## src/rtl/cond_branch_pkg.sv

```systemverilog
// Purpose: Shared constants and types for the conditional branch unit
// Assumes: 32-bit instruction word and 32-bit addresses
// Notes: Field positions and opcodes used by decoder and executor
package cond_branch_pkg;
  localparam int unsigned ADDR_W = 32;
  localparam int unsigned INSTR_W = 32;
  localparam int unsigned REG_IDX_W = 5;
  localparam int unsigned OFFSET_W = 16;
  localparam int unsigned OPCODE_W = 6;
  // Field positions inside the instruction word
  localparam int unsigned FIRST_REG_LSB = 27;
  localparam int unsigned SECOND_REG_LSB = 22;
  localparam int unsigned OFFSET_LSB = 6;
  localparam int unsigned OPCODE_LSB = 0;
  // Opcodes
  localparam logic [5:0] OPC_BR_GE_S = 6'h0e;
  localparam logic [5:0] OPC_BR_GE_U = 6'h2e;
  localparam logic [5:0] OPC_BR_LT_S = 6'h16;
  // Sequential step in bytes
  localparam logic [31:0] SEQ_STEP = 32'h0000_0004;
  // Reset value and alignment mask
  localparam logic [31:0] PC_RESET = 32'h0000_0000;
  localparam logic [1:0] ALIGN_MASK = 2'h3;

  typedef enum {
    BR_NONE,
    BR_GE_S,
    BR_GE_U,
    BR_LT_S
  } branch_kind_t;
endpackage

```

## src/rtl/branch_decode_if.sv

```systemverilog
// Purpose: Carries decoded branch fields from decoder to executor
// Assumes: Single core clock
// Notes: Purely combinational bundle
interface branch_decode_if;
  import cond_branch_pkg::*;
  cond_branch_pkg::branch_kind_t kind;
  logic [REG_IDX_W-1:0] first_idx;
  logic [REG_IDX_W-1:0] second_idx;
  logic [ADDR_W-1:0] offset_ext;
  modport decoder (output kind, output first_idx, output second_idx, output offset_ext);
  modport executor (input kind, input first_idx, input second_idx, input offset_ext);
endinterface

```

## src/rtl/cond_branch_ge_unit.sv

```systemverilog
// Purpose: Executes signed/unsigned greater-or-equal and signed less-than branches
// Assumes: Register file answers reads combinationally in the same cycle
// Notes: One instruction per valid cycle; results registered one cycle later
// Behaviour
// - Signed ge: taken when first not signed-less than second; target PC+4+offset
// - Unsigned ge: same as signed form but operands compared unsigned
// - Offset counts bytes from the instruction following the branch
// - Sixteen-bit offset is sign-extended to address width before adding
// - Taken branch with misaligned target raises misaligned-destination exception
// - Two register-index fields pick the operands that the comparison reads
// - Signed less-than taken when first signed-less than second; else PC+4
module cond_branch_ge_unit
  import cond_branch_pkg::*;
(
  input wire logic clock_i,                        // Core clock, 20 MHz
  input wire logic resetn_i,                       // Synchronous reset, active low
  input wire logic instr_valid_i,                  // Instruction word valid
  input wire logic [INSTR_W-1:0] instr_i,          // Instruction word
  input wire logic [ADDR_W-1:0] pc_i,              // Address of the branch
  input wire logic [ADDR_W-1:0] first_operand_reg_i,  // Value read at first index
  input wire logic [ADDR_W-1:0] second_operand_reg_i, // Value read at second index
  output logic [REG_IDX_W-1:0] first_idx_o,        // First read index, combinational
  output logic [REG_IDX_W-1:0] second_idx_o,       // Second read index, combinational
  output logic next_pc_valid_o,                    // Next PC result valid pulse
  output logic [ADDR_W-1:0] next_pc_o,             // Next program counter
  output logic taken_o,                            // Branch was taken
  output logic misaligned_exc_o                    // Misaligned destination pulse
);
  branch_decode_if dec_bus ();

  logic res_valid;
  logic [ADDR_W-1:0] res_pc;
  logic res_taken;
  logic res_exc;
  logic next_res_valid;
  logic [ADDR_W-1:0] next_res_pc;
  logic next_res_taken;
  logic next_res_exc;
  logic [ADDR_W-1:0] seq_pc;
  logic [ADDR_W-1:0] target_pc;
  logic cond;

  // Address adder, used twice: PC plus step, then sequential address plus extended offset
  function automatic logic [ADDR_W-1:0] add_addr(input logic [ADDR_W-1:0] a,
                                                  input logic [ADDR_W-1:0] b);
    add_addr = a + b;
  endfunction

  branch_decoder u_decoder (
    .instr_i (instr_i),
    .dec     (dec_bus.decoder)
  );

  // Register index fields feed the register file read ports
  // Left unregistered: the file must answer within the same cycle
  always_comb begin
    first_idx_o = dec_bus.first_idx;
    second_idx_o = dec_bus.second_idx;
  end

  // Condition and target computation
  always_comb begin
    seq_pc = add_addr(pc_i, SEQ_STEP);
    target_pc = add_addr(seq_pc, dec_bus.offset_ext);
    case (dec_bus.kind)
      BR_GE_S: cond = !($signed(first_operand_reg_i) < $signed(second_operand_reg_i));
      BR_GE_U: cond = !(first_operand_reg_i < second_operand_reg_i);
      BR_LT_S: cond = $signed(first_operand_reg_i) < $signed(second_operand_reg_i);
      default: cond = 1'b0;
    endcase
    next_res_valid = instr_valid_i && (dec_bus.kind != BR_NONE);
    next_res_taken = next_res_valid && cond;
    // Misaligned target faults; the PC still reports the target for the handler
    next_res_exc = next_res_taken && ((target_pc[1:0] & ALIGN_MASK) != 2'h0);
    next_res_pc = next_res_taken ? target_pc : seq_pc;
    // Idle and foreign words keep the last reported PC
    if (!next_res_valid) begin
      next_res_pc = res_pc;
    end
  end

  // Result registers; outputs come straight from these
  always_ff @(posedge clock_i) begin
    if (!resetn_i) begin
      res_valid <= 1'b0;
      res_pc <= PC_RESET;
      res_taken <= 1'b0;
      res_exc <= 1'b0;
    end else begin
      res_valid <= next_res_valid;
      res_pc <= next_res_pc;
      res_taken <= next_res_taken;
      res_exc <= next_res_exc;
    end
  end

  assign next_pc_valid_o = res_valid;
  assign next_pc_o = res_pc;
  assign taken_o = res_taken;
  assign misaligned_exc_o = res_exc;

  // Checks next to the logic; each label line names its rule

  // Signed ge with first not below second goes to the target
  a_ge_signed_taken: assert property (@(posedge clock_i) disable iff (!resetn_i)
    instr_valid_i && dec_bus.kind == BR_GE_S &&
    $signed(first_operand_reg_i) >= $signed(second_operand_reg_i)
    |=> taken_o && next_pc_o == $past(pc_i) + 32'h0000_0004 + $past(dec_bus.offset_ext))
    else $error("signed ge branch not taken to target");

  // Signed ge with first below second steps to the next word
  a_ge_signed_fall: assert property (@(posedge clock_i) disable iff (!resetn_i)
    instr_valid_i && dec_bus.kind == BR_GE_S &&
    $signed(first_operand_reg_i) < $signed(second_operand_reg_i)
    |=> !taken_o && next_pc_o == $past(pc_i) + 32'h0000_0004)
    else $error("signed ge branch fall-through wrong");

  // Unsigned verdict judged on the sampled operands
  a_ge_unsigned_cond: assert property (@(posedge clock_i) disable iff (!resetn_i)
    instr_valid_i && dec_bus.kind == BR_GE_U
    |=> taken_o == ($past(first_operand_reg_i) >= $past(second_operand_reg_i)))
    else $error("unsigned ge condition wrong");

  // Displacement counts from the following instruction
  a_offset_from_next: assert property (@(posedge clock_i) disable iff (!resetn_i)
    taken_o |-> next_pc_o - $past(pc_i) - 32'h0000_0004 == $past(dec_bus.offset_ext))
    else $error("offset not relative to following instruction");

  // Upper half copies the offset sign bit
  a_offset_sign_ext: assert property (@(posedge clock_i)
    dec_bus.offset_ext[31:16] == {16{instr_i[21]}} && dec_bus.offset_ext[15:0] == instr_i[21:6])
    else $error("offset sign extension wrong");

  // Fault stands exactly when a taken target is misaligned
  a_misaligned_exc: assert property (@(posedge clock_i) disable iff (!resetn_i)
    misaligned_exc_o == (taken_o && next_pc_o[1:0] != 2'h0))
    else $error("misaligned exception mismatch");

  // Read indices follow the instruction fields at once
  a_index_fields: assert property (@(posedge clock_i)
    first_idx_o == instr_i[31:27] && second_idx_o == instr_i[26:22])
    else $error("register index fields wrong");

  // Signed lt verdict judged on the sampled operands
  a_lt_signed_cond: assert property (@(posedge clock_i) disable iff (!resetn_i)
    instr_valid_i && dec_bus.kind == BR_LT_S
    |=> taken_o == ($signed($past(first_operand_reg_i)) < $signed($past(second_operand_reg_i))))
    else $error("signed lt condition wrong");

  // Both ge opcodes are answered
  a_opcode_decode: assert property (@(posedge clock_i) disable iff (!resetn_i)
    instr_valid_i && (instr_i[5:0] == 6'h0e || instr_i[5:0] == 6'h2e) |=> next_pc_valid_o)
    else $error("ge opcode not decoded");

  // Unsigned ge taken goes to the offset target
  a_ge_unsigned_taken: assert property (@(posedge clock_i) disable iff (!resetn_i)
    instr_valid_i && dec_bus.kind == BR_GE_U && first_operand_reg_i >= second_operand_reg_i
    |=> taken_o && next_pc_o == $past(pc_i) + 32'h0000_0004 + $past(dec_bus.offset_ext))
    else $error("unsigned ge branch not taken to target");

  // Unsigned ge not taken steps to the next word
  a_ge_unsigned_fall: assert property (@(posedge clock_i) disable iff (!resetn_i)
    instr_valid_i && dec_bus.kind == BR_GE_U && first_operand_reg_i < second_operand_reg_i
    |=> !taken_o && next_pc_o == $past(pc_i) + 32'h0000_0004)
    else $error("unsigned ge branch fall-through wrong");

  // Signed lt taken goes to the target; swapped greater-than rides on this
  a_lt_signed_taken: assert property (@(posedge clock_i) disable iff (!resetn_i)
    instr_valid_i && dec_bus.kind == BR_LT_S &&
    $signed(first_operand_reg_i) < $signed(second_operand_reg_i)
    |=> taken_o && next_pc_o == $past(pc_i) + 32'h0000_0004 + $past(dec_bus.offset_ext))
    else $error("signed lt branch not taken to target");

  // Signed lt not taken steps to the next word
  a_lt_signed_fall: assert property (@(posedge clock_i) disable iff (!resetn_i)
    instr_valid_i && dec_bus.kind == BR_LT_S &&
    !($signed(first_operand_reg_i) < $signed(second_operand_reg_i))
    |=> !taken_o && next_pc_o == $past(pc_i) + 32'h0000_0004)
    else $error("signed lt branch fall-through wrong");

  // Any answered branch that is not taken steps four bytes on
  a_seq_fall: assert property (@(posedge clock_i) disable iff (!resetn_i)
    next_pc_valid_o && !taken_o |-> next_pc_o == $past(pc_i) + 32'h0000_0004)
    else $error("fall-through pc not next instruction");

  // Target rebuilt from raw instruction bits, independent of the decoder
  a_taken_target: assert property (@(posedge clock_i) disable iff (!resetn_i)
    taken_o |-> next_pc_o == $past(pc_i) + 32'h0000_0004 +
      {{16{$past(instr_i[21])}}, $past(instr_i[21:6])})
    else $error("taken target not built from extended offset");

  // Without an answer the reported PC must not move; skipped just after reset
  a_pc_hold: assert property (@(posedge clock_i) disable iff (!resetn_i)
    !next_pc_valid_o && $past(resetn_i) |-> $stable(next_pc_o))
    else $error("next pc moved without a branch");

  // Every valid branch word gets an answer one cycle later
  a_result_pulse: assert property (@(posedge clock_i) disable iff (!resetn_i)
    instr_valid_i && dec_bus.kind != BR_NONE |=> next_pc_valid_o)
    else $error("valid branch gave no answer");

  // Idle cycles and foreign opcodes raise nothing
  a_refuse_other: assert property (@(posedge clock_i) disable iff (!resetn_i)
    !(instr_valid_i && dec_bus.kind != BR_NONE)
    |=> !next_pc_valid_o && !taken_o && !misaligned_exc_o)
    else $error("answer without a valid branch");

  // Taken only ever accompanies an answer
  a_taken_valid: assert property (@(posedge clock_i) disable iff (!resetn_i)
    taken_o |-> next_pc_valid_o)
    else $error("taken without valid");

  // The fault belongs to taken branches only
  a_exc_taken: assert property (@(posedge clock_i) disable iff (!resetn_i)
    misaligned_exc_o |-> taken_o && next_pc_valid_o)
    else $error("misaligned fault on untaken branch");

  // Fault predicted from the low PC and offset bits alone
  a_exc_low_bits: assert property (@(posedge clock_i) disable iff (!resetn_i)
    taken_o |-> misaligned_exc_o == (2'($past(pc_i[1:0]) + $past(instr_i[7:6])) != 2'h0))
    else $error("misaligned fault does not match target bits");

  // The less-than opcode is answered like the two ge forms
  a_lt_opcode: assert property (@(posedge clock_i) disable iff (!resetn_i)
    instr_valid_i && instr_i[5:0] == 6'h16 |=> next_pc_valid_o)
    else $error("lt opcode not decoded");
endmodule

```

## src/rtl/branch_decoder.sv

```systemverilog
// Purpose: Splits an instruction word into branch fields
// Assumes: Instruction word is stable while valid
// Notes: Unknown opcodes decode as no branch
module branch_decoder
  import cond_branch_pkg::*;
(
  input wire logic [INSTR_W-1:0] instr_i, // Instruction word
  branch_decode_if.decoder dec           // Decoded fields
);
  logic [OFFSET_W-1:0] branch_offset_field;
  logic [OPCODE_W-1:0] opcode;

  // Field extraction and sign extension
  always_comb begin
    opcode = instr_i[OPCODE_LSB +: OPCODE_W];
    branch_offset_field = instr_i[OFFSET_LSB +: OFFSET_W];
    dec.first_idx = instr_i[FIRST_REG_LSB +: REG_IDX_W];
    dec.second_idx = instr_i[SECOND_REG_LSB +: REG_IDX_W];
    // Sign-extend to the full address width
    dec.offset_ext = {{(ADDR_W-OFFSET_W){branch_offset_field[OFFSET_W-1]}},
                      branch_offset_field};
    case (opcode)
      OPC_BR_GE_S: dec.kind = BR_GE_S;
      OPC_BR_GE_U: dec.kind = BR_GE_U;
      OPC_BR_LT_S: dec.kind = BR_LT_S;
      default: dec.kind = BR_NONE;
    endcase
  end
endmodule

```

## config.mk

```make
export PLATFORM = sky130hd
export DESIGN_NAME = cond_branch_ge_unit
export DESIGN_NICKNAME = d
export VERILOG_FILES = /design/src/rtl/cond_branch_pkg.sv /design/src/rtl/branch_decode_if.sv /design/src/rtl/cond_branch_ge_unit.sv /design/src/rtl/branch_decoder.sv
export SDC_FILE = /design/constraint.sdc
export NUM_CORES = 1
export LEC_CHECK = 0
export BUFFER_PORTS_ARGS = -buffer_cell sky130_fd_sc_hd__buf_2
export CAP_MARGIN = 5
export CORE_MARGIN = 3
export CORE_UTILIZATION = 45
export CTS_BUF_LIST = sky130_fd_sc_hd__clkbuf_8
export DETAILED_ROUTE_END_ITERATION = 16
export GPL_TIMING_DRIVEN = 0
export HOLD_SLACK_MARGIN = 0.12
export PLACE_DENSITY = 0.75
export SLEW_MARGIN = 20
export SYNTH_ARGS = -nofsm -noshare
export SYNTH_HDL_FRONTEND = slang
export SYNTH_SLANG_ARGS = --single-unit
```

## constraint.sdc

```tcl
create_clock -name clock_i -period 4.4 [get_ports clock_i]
set_input_delay 0.88 -clock clock_i [delete_from_list [all_inputs] [get_ports clock_i]]
set_output_delay 0.88 -clock clock_i [all_outputs]
set_load 0.01 [all_outputs]
```

After elaboration in Yosys (flattened, before gate mapping):

Index checks and enable logic that the tools add are counted.

* output and inout bits: 45
* bits of input ports: 131
* register bits after elaboration: 35

* equal/unequal tests: 6
* magnitude comparators: 2
* $add $sub $neg: 2
* reductions and logical operators: 7
* mux-type cells: 3

Operators with widths (number)
* == test 32 x 2 -> 1 bit, second input constant: 2
* < comparator 32 bit: 2
* adder 32 x 3 -> 32 bit, second input constant: 1
* adder 32 bit: 1
* == test 32 x 1 -> 1 bit, second input constant: 1
* 2-to-1 mux 32 bit: 1
* nonzero test 32 bit: 1
* == test 6 x 4 -> 1 bit, second input constant: 1
* == test 6 x 5 -> 1 bit, second input constant: 1
* == test 6 bit, second input constant: 1
* case mux 2 bit (3 select lines): 1
* logical AND 1 bit: 3
* case mux 1 bit (3 select lines): 1
* logical NOT 1 bit: 2
* nonzero test 2 bit: 1

Logic depth before layout (Yosys ltp):

Gate-level depths: netlist of the first run.

* depth after elaboration: 6
* gate-level depth with buffers: 15
* mapped depth without buffers: 15

Cells and area by module:

A second synthesis of the first run with hierarchy kept.

* cell total of the unflattened synthesis: 679
* area, all modules: 5221.3 um^2

Modules (own cells, without submodules)
* cond_branch_ge_unit: instances 1, seq. area each 700.7 um^2, cells each 600, area an instance 4634.4 um^2
* branch_decoder: instances 1, seq. area each 0.0 um^2, cells each 79, area an instance 586.8 um^2

Least setup slack after synthesis of the first run:

OpenSTA, ideal clock, no wires.

* path kind: input to register
* start: input pc_i[2]
* end: register res_pc[31] (netlist: next_pc_o[31])
* arrival: 3.922 ns
* stages on the path: 14
* path slack: 0.350 ns
* setup time: 0.129 ns
* path through: ha_1 nand3_1 nor2_1 nand2_1 xnor2_1 ha_1 a21oi_1 o21ai_1 a2111o_1 o31a_1 or3_4 a2111o_1 nand3_1 o211ai_1

* cells in the longest elaborated chain, start to end: 3

RTL lines
* start, declared: line cond_branch_ge_unit.sv:19 `input wire logic [ADDR_W-1:0] pc_i,`
* adder 32 x 3 -> 32 bit *: line cond_branch_ge_unit.sv:46 `add_addr = a + b;`
* adder 32 bit: line cond_branch_ge_unit.sv:46
* 2-to-1 mux 32 bit *: line cond_branch_ge_unit.sv:75 `next_res_pc = next_res_taken ? target_pc : seq_pc;`
* end signal, assigned: line cond_branch_ge_unit.sv:91 `res_pc <= next_res_pc;`
* end, declared: line cond_branch_ge_unit.sv:32 `logic [ADDR_W-1:0] res_pc;`

Every way passes the cells marked *; elsewhere a longest branch is shown, timed or not.
A chain may end at the register's enable or synchronous reset.

Final worst setup path of the first run:

Ends and elaborated chain as after synthesis.

==> PnR_summary.wiki, run 1 <==
{| class="wikitable"
! Metric !! Value
|-
| Result of the run || complete, no violations
|-
| Utilization of the core after routing || about three fifths
|-
| Largest fanout of any net on the critical path || 5
|-
| Routed via count || between 5000 and 6000
|-
| Slew Viols, Final || 0
|-
| Site Rows || 36
|-
| Cts bufs inserted || 5
|-
| Fraction of final layout cells with drive strength greater than 1 || a little over a quarter
|-
| Number of nets still failing antenna checks after routing || 0
|-
| Number of different library cells in the post-synthesis netlist || between 60 and 70
|-
| Total grt overflow || 0
|-
| Die Y-Extent || between 100 and 150 um
|-
| Initial antenna violation count || 0
|-
| Insertion delay to the later sink of the worst-skew pair || just under 0.3 ns
|-
| FMAX || 0.238 GHz
|-
| Die width || approximately 110 um
|-
| Area contributors post-synth || ha_1 (17%), dfxtp_1 (15%), xnor2_1 (6.8%)
|-
| Worst slew pin tran || approximately 0.69 ns
|-
| Maximum number of pins on one net before global-route repair || 23
|-
| Share of the cycle needed by the critical path after routing || a little over nine tenths
|-
| Core Area || ~10000 um2
|-
| Slew Limit Headroom || 54.2%
|-
| Number of input and output port buffers inserted || about 170
|-
| Data arrival time at the worst-slack endpoint || between 4 and 5 ns
|-
| Number of violations of the max-capacitance limit || 0
|-
| Setup repair after global routing missed its margin || false
|-
| Power density over the cells || between 150 and 200 nW/um2
|-
| Number of ports placed on the die boundary || roughly 180
|-
| Area leader, netlist || ha_1
|-
| Post-synthesis sequential area ratio || between 10% and 20%
|-
| Final Critical Period || 4.19 ns
|-
| Synthesized flop and latch total || 35
|-
| Post-DP HPWL || between 10000 and 15000 um
|-
| Placement Setup Slack || -0.530 ns
|-
| Number of setup violations in the final report || 0
|-
| CTS clock-pin slew for the worst setup and hold paths || ~0.08 ns
|-
| H-tree depth || 2
|-
| NumNets Final || 982
|-
| Most used flip-flop cell after synthesis || dfxtp_1
|-
| Buffer cell driving the clock tree root || clkbuf_8
|-
| CTS tree || yes
|-
| Average instance area after synthesis || around 7.4 um2
|-
| Detailed Route WL || between 10000 and 15000 um
|-
| Final setup skew || 0 ns
|-
| Total global routing track utilization || 24.3%
|-
| Worst endpoint required time || about 4.6 ns
|-
| Synthesized area || about 4500 um2
|-
| Yosys Warn Count || 0
|-
| Max VDD drop || 0.135 mV
|-
| Worst setup EP type || flip-flop
|-
| Lkg Pwr || between 2 and 3 nW
|-
| Element type at the critical path start || input port
|-
| Total Die Area || 11300 um2
|-
| Mapped Cells || between 600 and 700
|-
| Number of synthesized flops with an enable pin || 0
|-
| Commonest cells after routing, fill and taps aside || buf_2 (167), nand2_1 (73), ha_1 (63), nor2_1 (43), inv_1 (42)
|-
| Post-Synthesis Net Count || between 800 and 900
|-
| Setup Total Neg Slack || 0 ns
|-
| Crit Path Class || in -> reg
|-
| Wire length per cell || around 16 um
|-
| Number of global-route vias before repair || slightly below 5000
|-
| Classification of the worst-slack hold path || reg -> reg
|-
| Global-route wire length before repair || 22800 um
|-
| Least setup slack across all paths after layout || 0.205 ns
|-
| Worst hold-check slack || 0.472 ns
|-
| Final-report hold violation count || 0
|-
| Post-synthesis to final-layout area growth || 26.3%
|-
| Starting density of the core || a little under half
|-
| DRC errors left || 0
|-
| Yosys top cell area share || 17.4%
|-
| Clock buffer depth || 2
|-
| Iteration-0 DRC Markers || approximately 300
|-
| Antenna Cells || 0
|-
| Fraction of registers with async set/reset || 0%
|-
| Count of clock tree sinks || 35
|-
| Mean number of vias per cell || around 5.6
|-
| Leading cell type in the layout, fill and taps excluded || buf_2
|-
| Number of iterations in the first detailed-routing pass || 5
|-
| Routability congestion estimate from global placement || 0.930
|}
[final timing paths]
path            startpoint            end  slack, ns  cells after the start
min          next_pc_o[21]  next_pc_o[21]       0.47                      2
min reg2reg  next_pc_o[21]  next_pc_o[21]       0.47                      2
max                pc_i[2]  next_pc_o[31]       0.21                     14
max reg2reg  next_pc_o[28]  next_pc_o[28]       3.60                      3
[final cells by class]
type                       count  area, um2
timing repair buffer         169        856
sequential                    35        701
clock inverter                 2       35.0
inverter                      44        165
clock buffer                   6       82.6
buffer                        25        149
fill                         921       4040
multi-input combinational    507       3580
tap                          133        166
[layer usage]
layer / vias up / wire [um] / GRT usage, %
li1: 2577 / - / -
met1: 2325 / 6410 / 32.1
met2: 215 / 6960 / 42.1
met3: 26 / 1020 / 2.67
met4: 0 / 248 / 6.03
met5: - / 0 / 0
[critical path, stage by stage]
cell and delay [ns]:
buf_2 0.13, ha_1 0.23, nand3_2 0.21, nor3_2 0.39, xor2_1 0.23, ha_1 0.30, a21oi_1 0.16, o21ai_1 0.14
a2111o_1 0.42, o31a_1 0.29, or3_4 0.43, a2111o_1 0.37, nand3_1 0.09, o211ai_1 0.10
[sequential cells by signal, indices dropped and copies added, names as in the netlist]
| register | count |
|---|---|
| taken_o | 1 |
| next_pc_o | 32 |
| next_pc_valid_o | 1 |
| misaligned_exc_o | 1 |
[metrics by stage]
| step | power, mW | cells | cell area [um2] |
|---|---|---|---|
| after floorplan | 0.646 | 611 | 4540 |
| after global placement | 0.781 | 909 | 5530 |
| after detailed placement | 0.793 | 909 | 5530 |
| after CTS | 1.11 | 917 | 5660 |
| after global routing | 1.19 | 921 | 5730 |
| final | 1.12 | 921 | 5730 |
[cells by family (layout without fill, tap and decap cells)]
| family | after synthesis | after routing | share of synthesized area (%) |
|---|---|---|---|
| adder cells (fa/ha/maj) | 64 | 64 | 17.8 |
| AO/OA/AOI/OAI | 166 | 166 | 24.6 |
| buffers and inverters | 69 | 246 | 6.92 |
| multiplexers | 7 | 7 | 1.65 |
| XOR/XNOR | 49 | 49 | 9.46 |
| flip-flops | 35 | 35 | 15.4 |
| AND/OR/NAND/NOR | 221 | 221 | 24.1 |
[where the power goes]
part           switching, mW  internal (mW)
registers            0.00245          0.321
logic                  0.262          0.213
clock network          0.138          0.184
total                  0.403          0.718
[Yosys cell counts (all sizes together), types with 2 or more instances]
cell / instances
o41ai: 3
a2111o: 2
a21boi: 5
o31ai: 5
clkbuf: 10
inv: 43
ha: 63
o31a: 4
o311a: 2
nor3b: 3
or3: 6
and2: 4
dfxtp: 35
nand4: 14
nand2b: 4
xor2: 14
a311oi: 10
nand3: 32
a21oi: 41
nor3: 14
o21ai: 29
buf: 15
nor4: 2
o21a: 5
a21o: 9
a31oi: 14
nor2b: 4
nor2: 46
a211oi: 10
a41oi: 2
mux2i: 6
nand2: 74
o21bai: 2
o22ai: 2
xnor2: 35
o211ai: 11
and4: 3
and3: 12
[timing repair]
action | CTS | global route
gates cloned | 0 | 0
hold buffers | 0 | 0
endpoints found under the setup margin | 7 | 8
buffers inserted | 0 | 4
gates resized for setup | 3 | 8
pin swaps | 0 | 3
(Power assumes the default switching activity.)
==> run 2, diff against run 1 <==
Settings changed: PLACE_DENSITY 0.75 to default, PLACE_DENSITY_LB_ADDON from default to 0.25.
==> run 2 against run 1 <==
Effect of this change: worst hold slack gained 0.0057 ns; global-route usage shrank 0.45 points; register-to-register slack is essentially flat; first-iteration DRC count grew 4.3%; via count is essentially flat; total power shrank 9.3%; clock power shrank 30%; non-clock buffer count is the same; core utilization shrank 0.63 points; clock skew is the same; die area is the same; critical path type unchanged; largest cell class unchanged; largest power group unchanged.
==> PnR_summary.wiki, run 2 (synthesized netlist as in run 1, its figures left out) <==
{| class="wikitable"
! Metric !! Value
|-
| Worst hold-check slack || 0.478 ns (+0.00573 ns)
|-
| Element type at the critical path start || input port
|-
| Number of setup violations in the final report || 0 (unchanged)
|-
| Total global routing track utilization || 23.8% (-0.45 points)
|-
| Utilization of the core after routing || 58.0% (-0.63 points)
|-
| Slew Viols, Final || 0 (unchanged)
|-
| Iteration-0 DRC Markers || 316 (+4.3%)
|-
| Share of the cycle needed by the critical path after routing || 96.7% (+1.4 points)
|-
| Fraction of final layout cells with drive strength greater than 1 || 26.5% (-0.95 points)
|-
| Crit Path Class || in -> reg
|-
| Count of clock tree sinks || 35 (unchanged)
|-
| Proportion of power drawn by the clock network || 22.1% (-6.7 points)
|-
| Total grt overflow || 0 (unchanged)
|-
| Classification of the worst-slack hold path || reg -> reg
|-
| Combinational power share || 46.0% (+3.6 points)
|-
| Initial antenna violation count || 0 (unchanged)
|-
| Result of the run || complete, no violations
|-
| Number of ports placed on the die boundary || 176 (unchanged)
|-
| Insertion delay to the later sink of the worst-skew pair || 0.29 ns (about the same)
|-
| CTS tree || yes
|-
| Slew Limit Headroom || 56.5% (+2.3 points)
|-
| Power spent charging and discharging nets || 0.380 mW (-5.7%)
|-
| Cts bufs inserted || 5 (unchanged)
|-
| CTS Hold Bufs || 0 (unchanged)
|-
| Number of iterations in the first detailed-routing pass || 5 (unchanged)
|-
| Leading cell type in the layout, fill and taps excluded || buf_2
|-
| Number of nets still failing antenna checks after routing || 0 (unchanged)
|-
| Final Critical Period || 4.26 ns (+0.0604 ns)
|-
| Total Die Area || 11300 um2 (unchanged)
|-
| Post-DP HPWL || 11600 um (-1.3%)
|-
| Worst setup EP type || flip-flop
|-
| Buffer cell driving the clock tree root || clkbuf_8
|-
| Commonest cells after routing, fill and taps aside || buf_2 (167), nand2_1 (73), ha_1 (63), inv_1 (43), nor2_1 (43)
|-
| Internal power || 0.637 mW (-11%)
|-
| Global-route wire length before repair || 22100 um (-3.1%)
|-
| Filler Cells Inserted || 932 (+1.2%)
|-
| Core Area || 9770 um2 (unchanged)
|-
| Final-report hold violation count || 0 (unchanged)
|-
| Routed via count || 5145 (+0.039%)
|-
| Post-synthesis to final-layout area growth || 25.0%
|-
| DRC errors left || 0 (unchanged)
|-
| Number of violations of the max-capacitance limit || 0 (unchanged)
|-
| Wire length per cell || 15.7 um (-1.5%)
|-
| Lkg Pwr || 2.81 nW (-0.98%)
|-
| FMAX || 0.235 GHz (-1.4%)
|-
| Number of input and output port buffers inserted || 165 (unchanged)
|-
| Total design power || 1.02 mW (-9.3%)
|-
| Clock buffer depth || 2 (unchanged)
|-
| Starting density of the core || 46.4% (unchanged)
|-
| NumNets Final || 982 (unchanged)
|-
| Site Rows || 36 (unchanged)
|-
| Largest fanout of any net on the critical path || 6 (+1)
|-
| Antenna Cells || 0 (unchanged)
|-
| Worst slew pin tran || 0.652 ns (-0.0346 ns)
|-
| Switching share of power || 37.4% (+1.4 points)
|-
| Power density over the cells || 179 nW/um2 (-8.4%)
|-
| Die width || 106 um (unchanged)
|-
| Setup repair after global routing missed its margin || false
|-
| Number of global-route vias before repair || 4842 (-1.6%)
|-
| Data arrival time at the worst-slack endpoint || 4.45 ns (+0.08 ns)
|-
| Maximum number of pins on one net before global-route repair || 23 (unchanged)
|-
| Max VDD drop || 0.122 mV (-9.6%)
|-
| Largest register FFs || 32 (unchanged)
|-
| Portion of total power attributed to sequential cells || 31.9% (+3.0 points)
|-
| Detailed Route WL || 14400 um (-1.7%)
|-
| H-tree depth || 2 (unchanged)
|-
| Die Y-Extent || 106 um (unchanged)
|-
| Mean number of vias per cell || 5.60 (+0.26%)
|-
| Worst endpoint required time || 4.59 ns (+0.02 ns)
|-
| Routability congestion estimate from global placement || 0.899 (-3.4%)
|-
| CTS clock-pin slew for the worst setup and hold paths || 0.06 ns (-0.02 ns)
|-
| Final setup skew || 0 ns (unchanged)
|}
run 2: cell count changes in the layout (fill, tap and decap cells not counted), sizes merged:
cell    change
clkinv      -1
clkbuf      -1
inv         +1
bufinv      -1
run 2: final cells by class:
class	count	area, um2	area share, %
Buffer	25	149	2.63
Inverter	44	165	2.91
Clock buffer	5	68.8	1.21
Clock inverter	1	3.75	0.0662
Multi-Input combinational cell	507	3560	62.8
Sequential cell	35	701	12.4
Tap cell	133	166	2.93
Timing Repair Buffer	169	856	15.1
run 2: worst paths after layout:
path	endpoint	cells past startpoint	startpoint	slack [ns]
hold reg to reg	next_pc_o[2]	2	next_pc_o[2]	0.48
hold / removal	next_pc_o[2]	2	next_pc_o[2]	0.48
setup / recovery	next_pc_o[28]	16	pc_i[5]	0.14
setup reg to reg	next_pc_o[28]	3	next_pc_o[28]	3.59
run 2: what timing repair did:
action,in CTS,in global routing
setup endpoints to repair,6,9
gates resized for setup,2,6
pin swaps,0,3
setup buffers,0,4
run 2: metal layers:
metal	wire, um	vias up	track usage, %
met5	0	-	0
met4	225	0	5.39
met3	1030	20	2.61
met2	7170	192	44.8
met1	5970	2350	28.9
li1	-	2583	-
run 2: per-stage QoR:
step / TNS (ns) / std cells / cell area [um2] / worst slack [ns]
5_1_grt: 0 / 919 / 5670 / 0.0133
3_3_place_gp: -2.59 / 909 / 5530 / -0.417
6_report: 0 / 919 / 5670 / 0.145
4_1_cts: 0 / 915 / 5610 / 0.0124
3_5_place_dp: -3.48 / 909 / 5530 / -0.480
2_1_floorplan: 0 / 611 / 4540 / 0.350
run 2: critical path, stage by stage:
cell	delay, ns
buf_2	0.11
and3_1	0.25
nand4_1	0.21
buf_4	0.21
nor2_1	0.12
xor2_1	0.20
ha_1	0.32
a21oi_1	0.25
o22ai_1	0.13
a211oi_1	0.38
a21oi_2	0.13
nor2_1	0.23
o31ai_2	0.16
a41oi_1	0.26
mux2_2	0.36
a311oi_1	0.24
run 2: power by group through the flow:
stage / combinational [mW] / sequential (mW) / clock, mW
3_3_place_gp: 0.447 / 0.331 / 0
2_1_floorplan: 0.313 / 0.333 / 0
4_1_cts: 0.461 / 0.324 / 0.229
3_5_place_dp: 0.458 / 0.331 / 0
6_report: 0.468 / 0.324 / 0.224
5_1_grt: 0.521 / 0.325 / 0.236
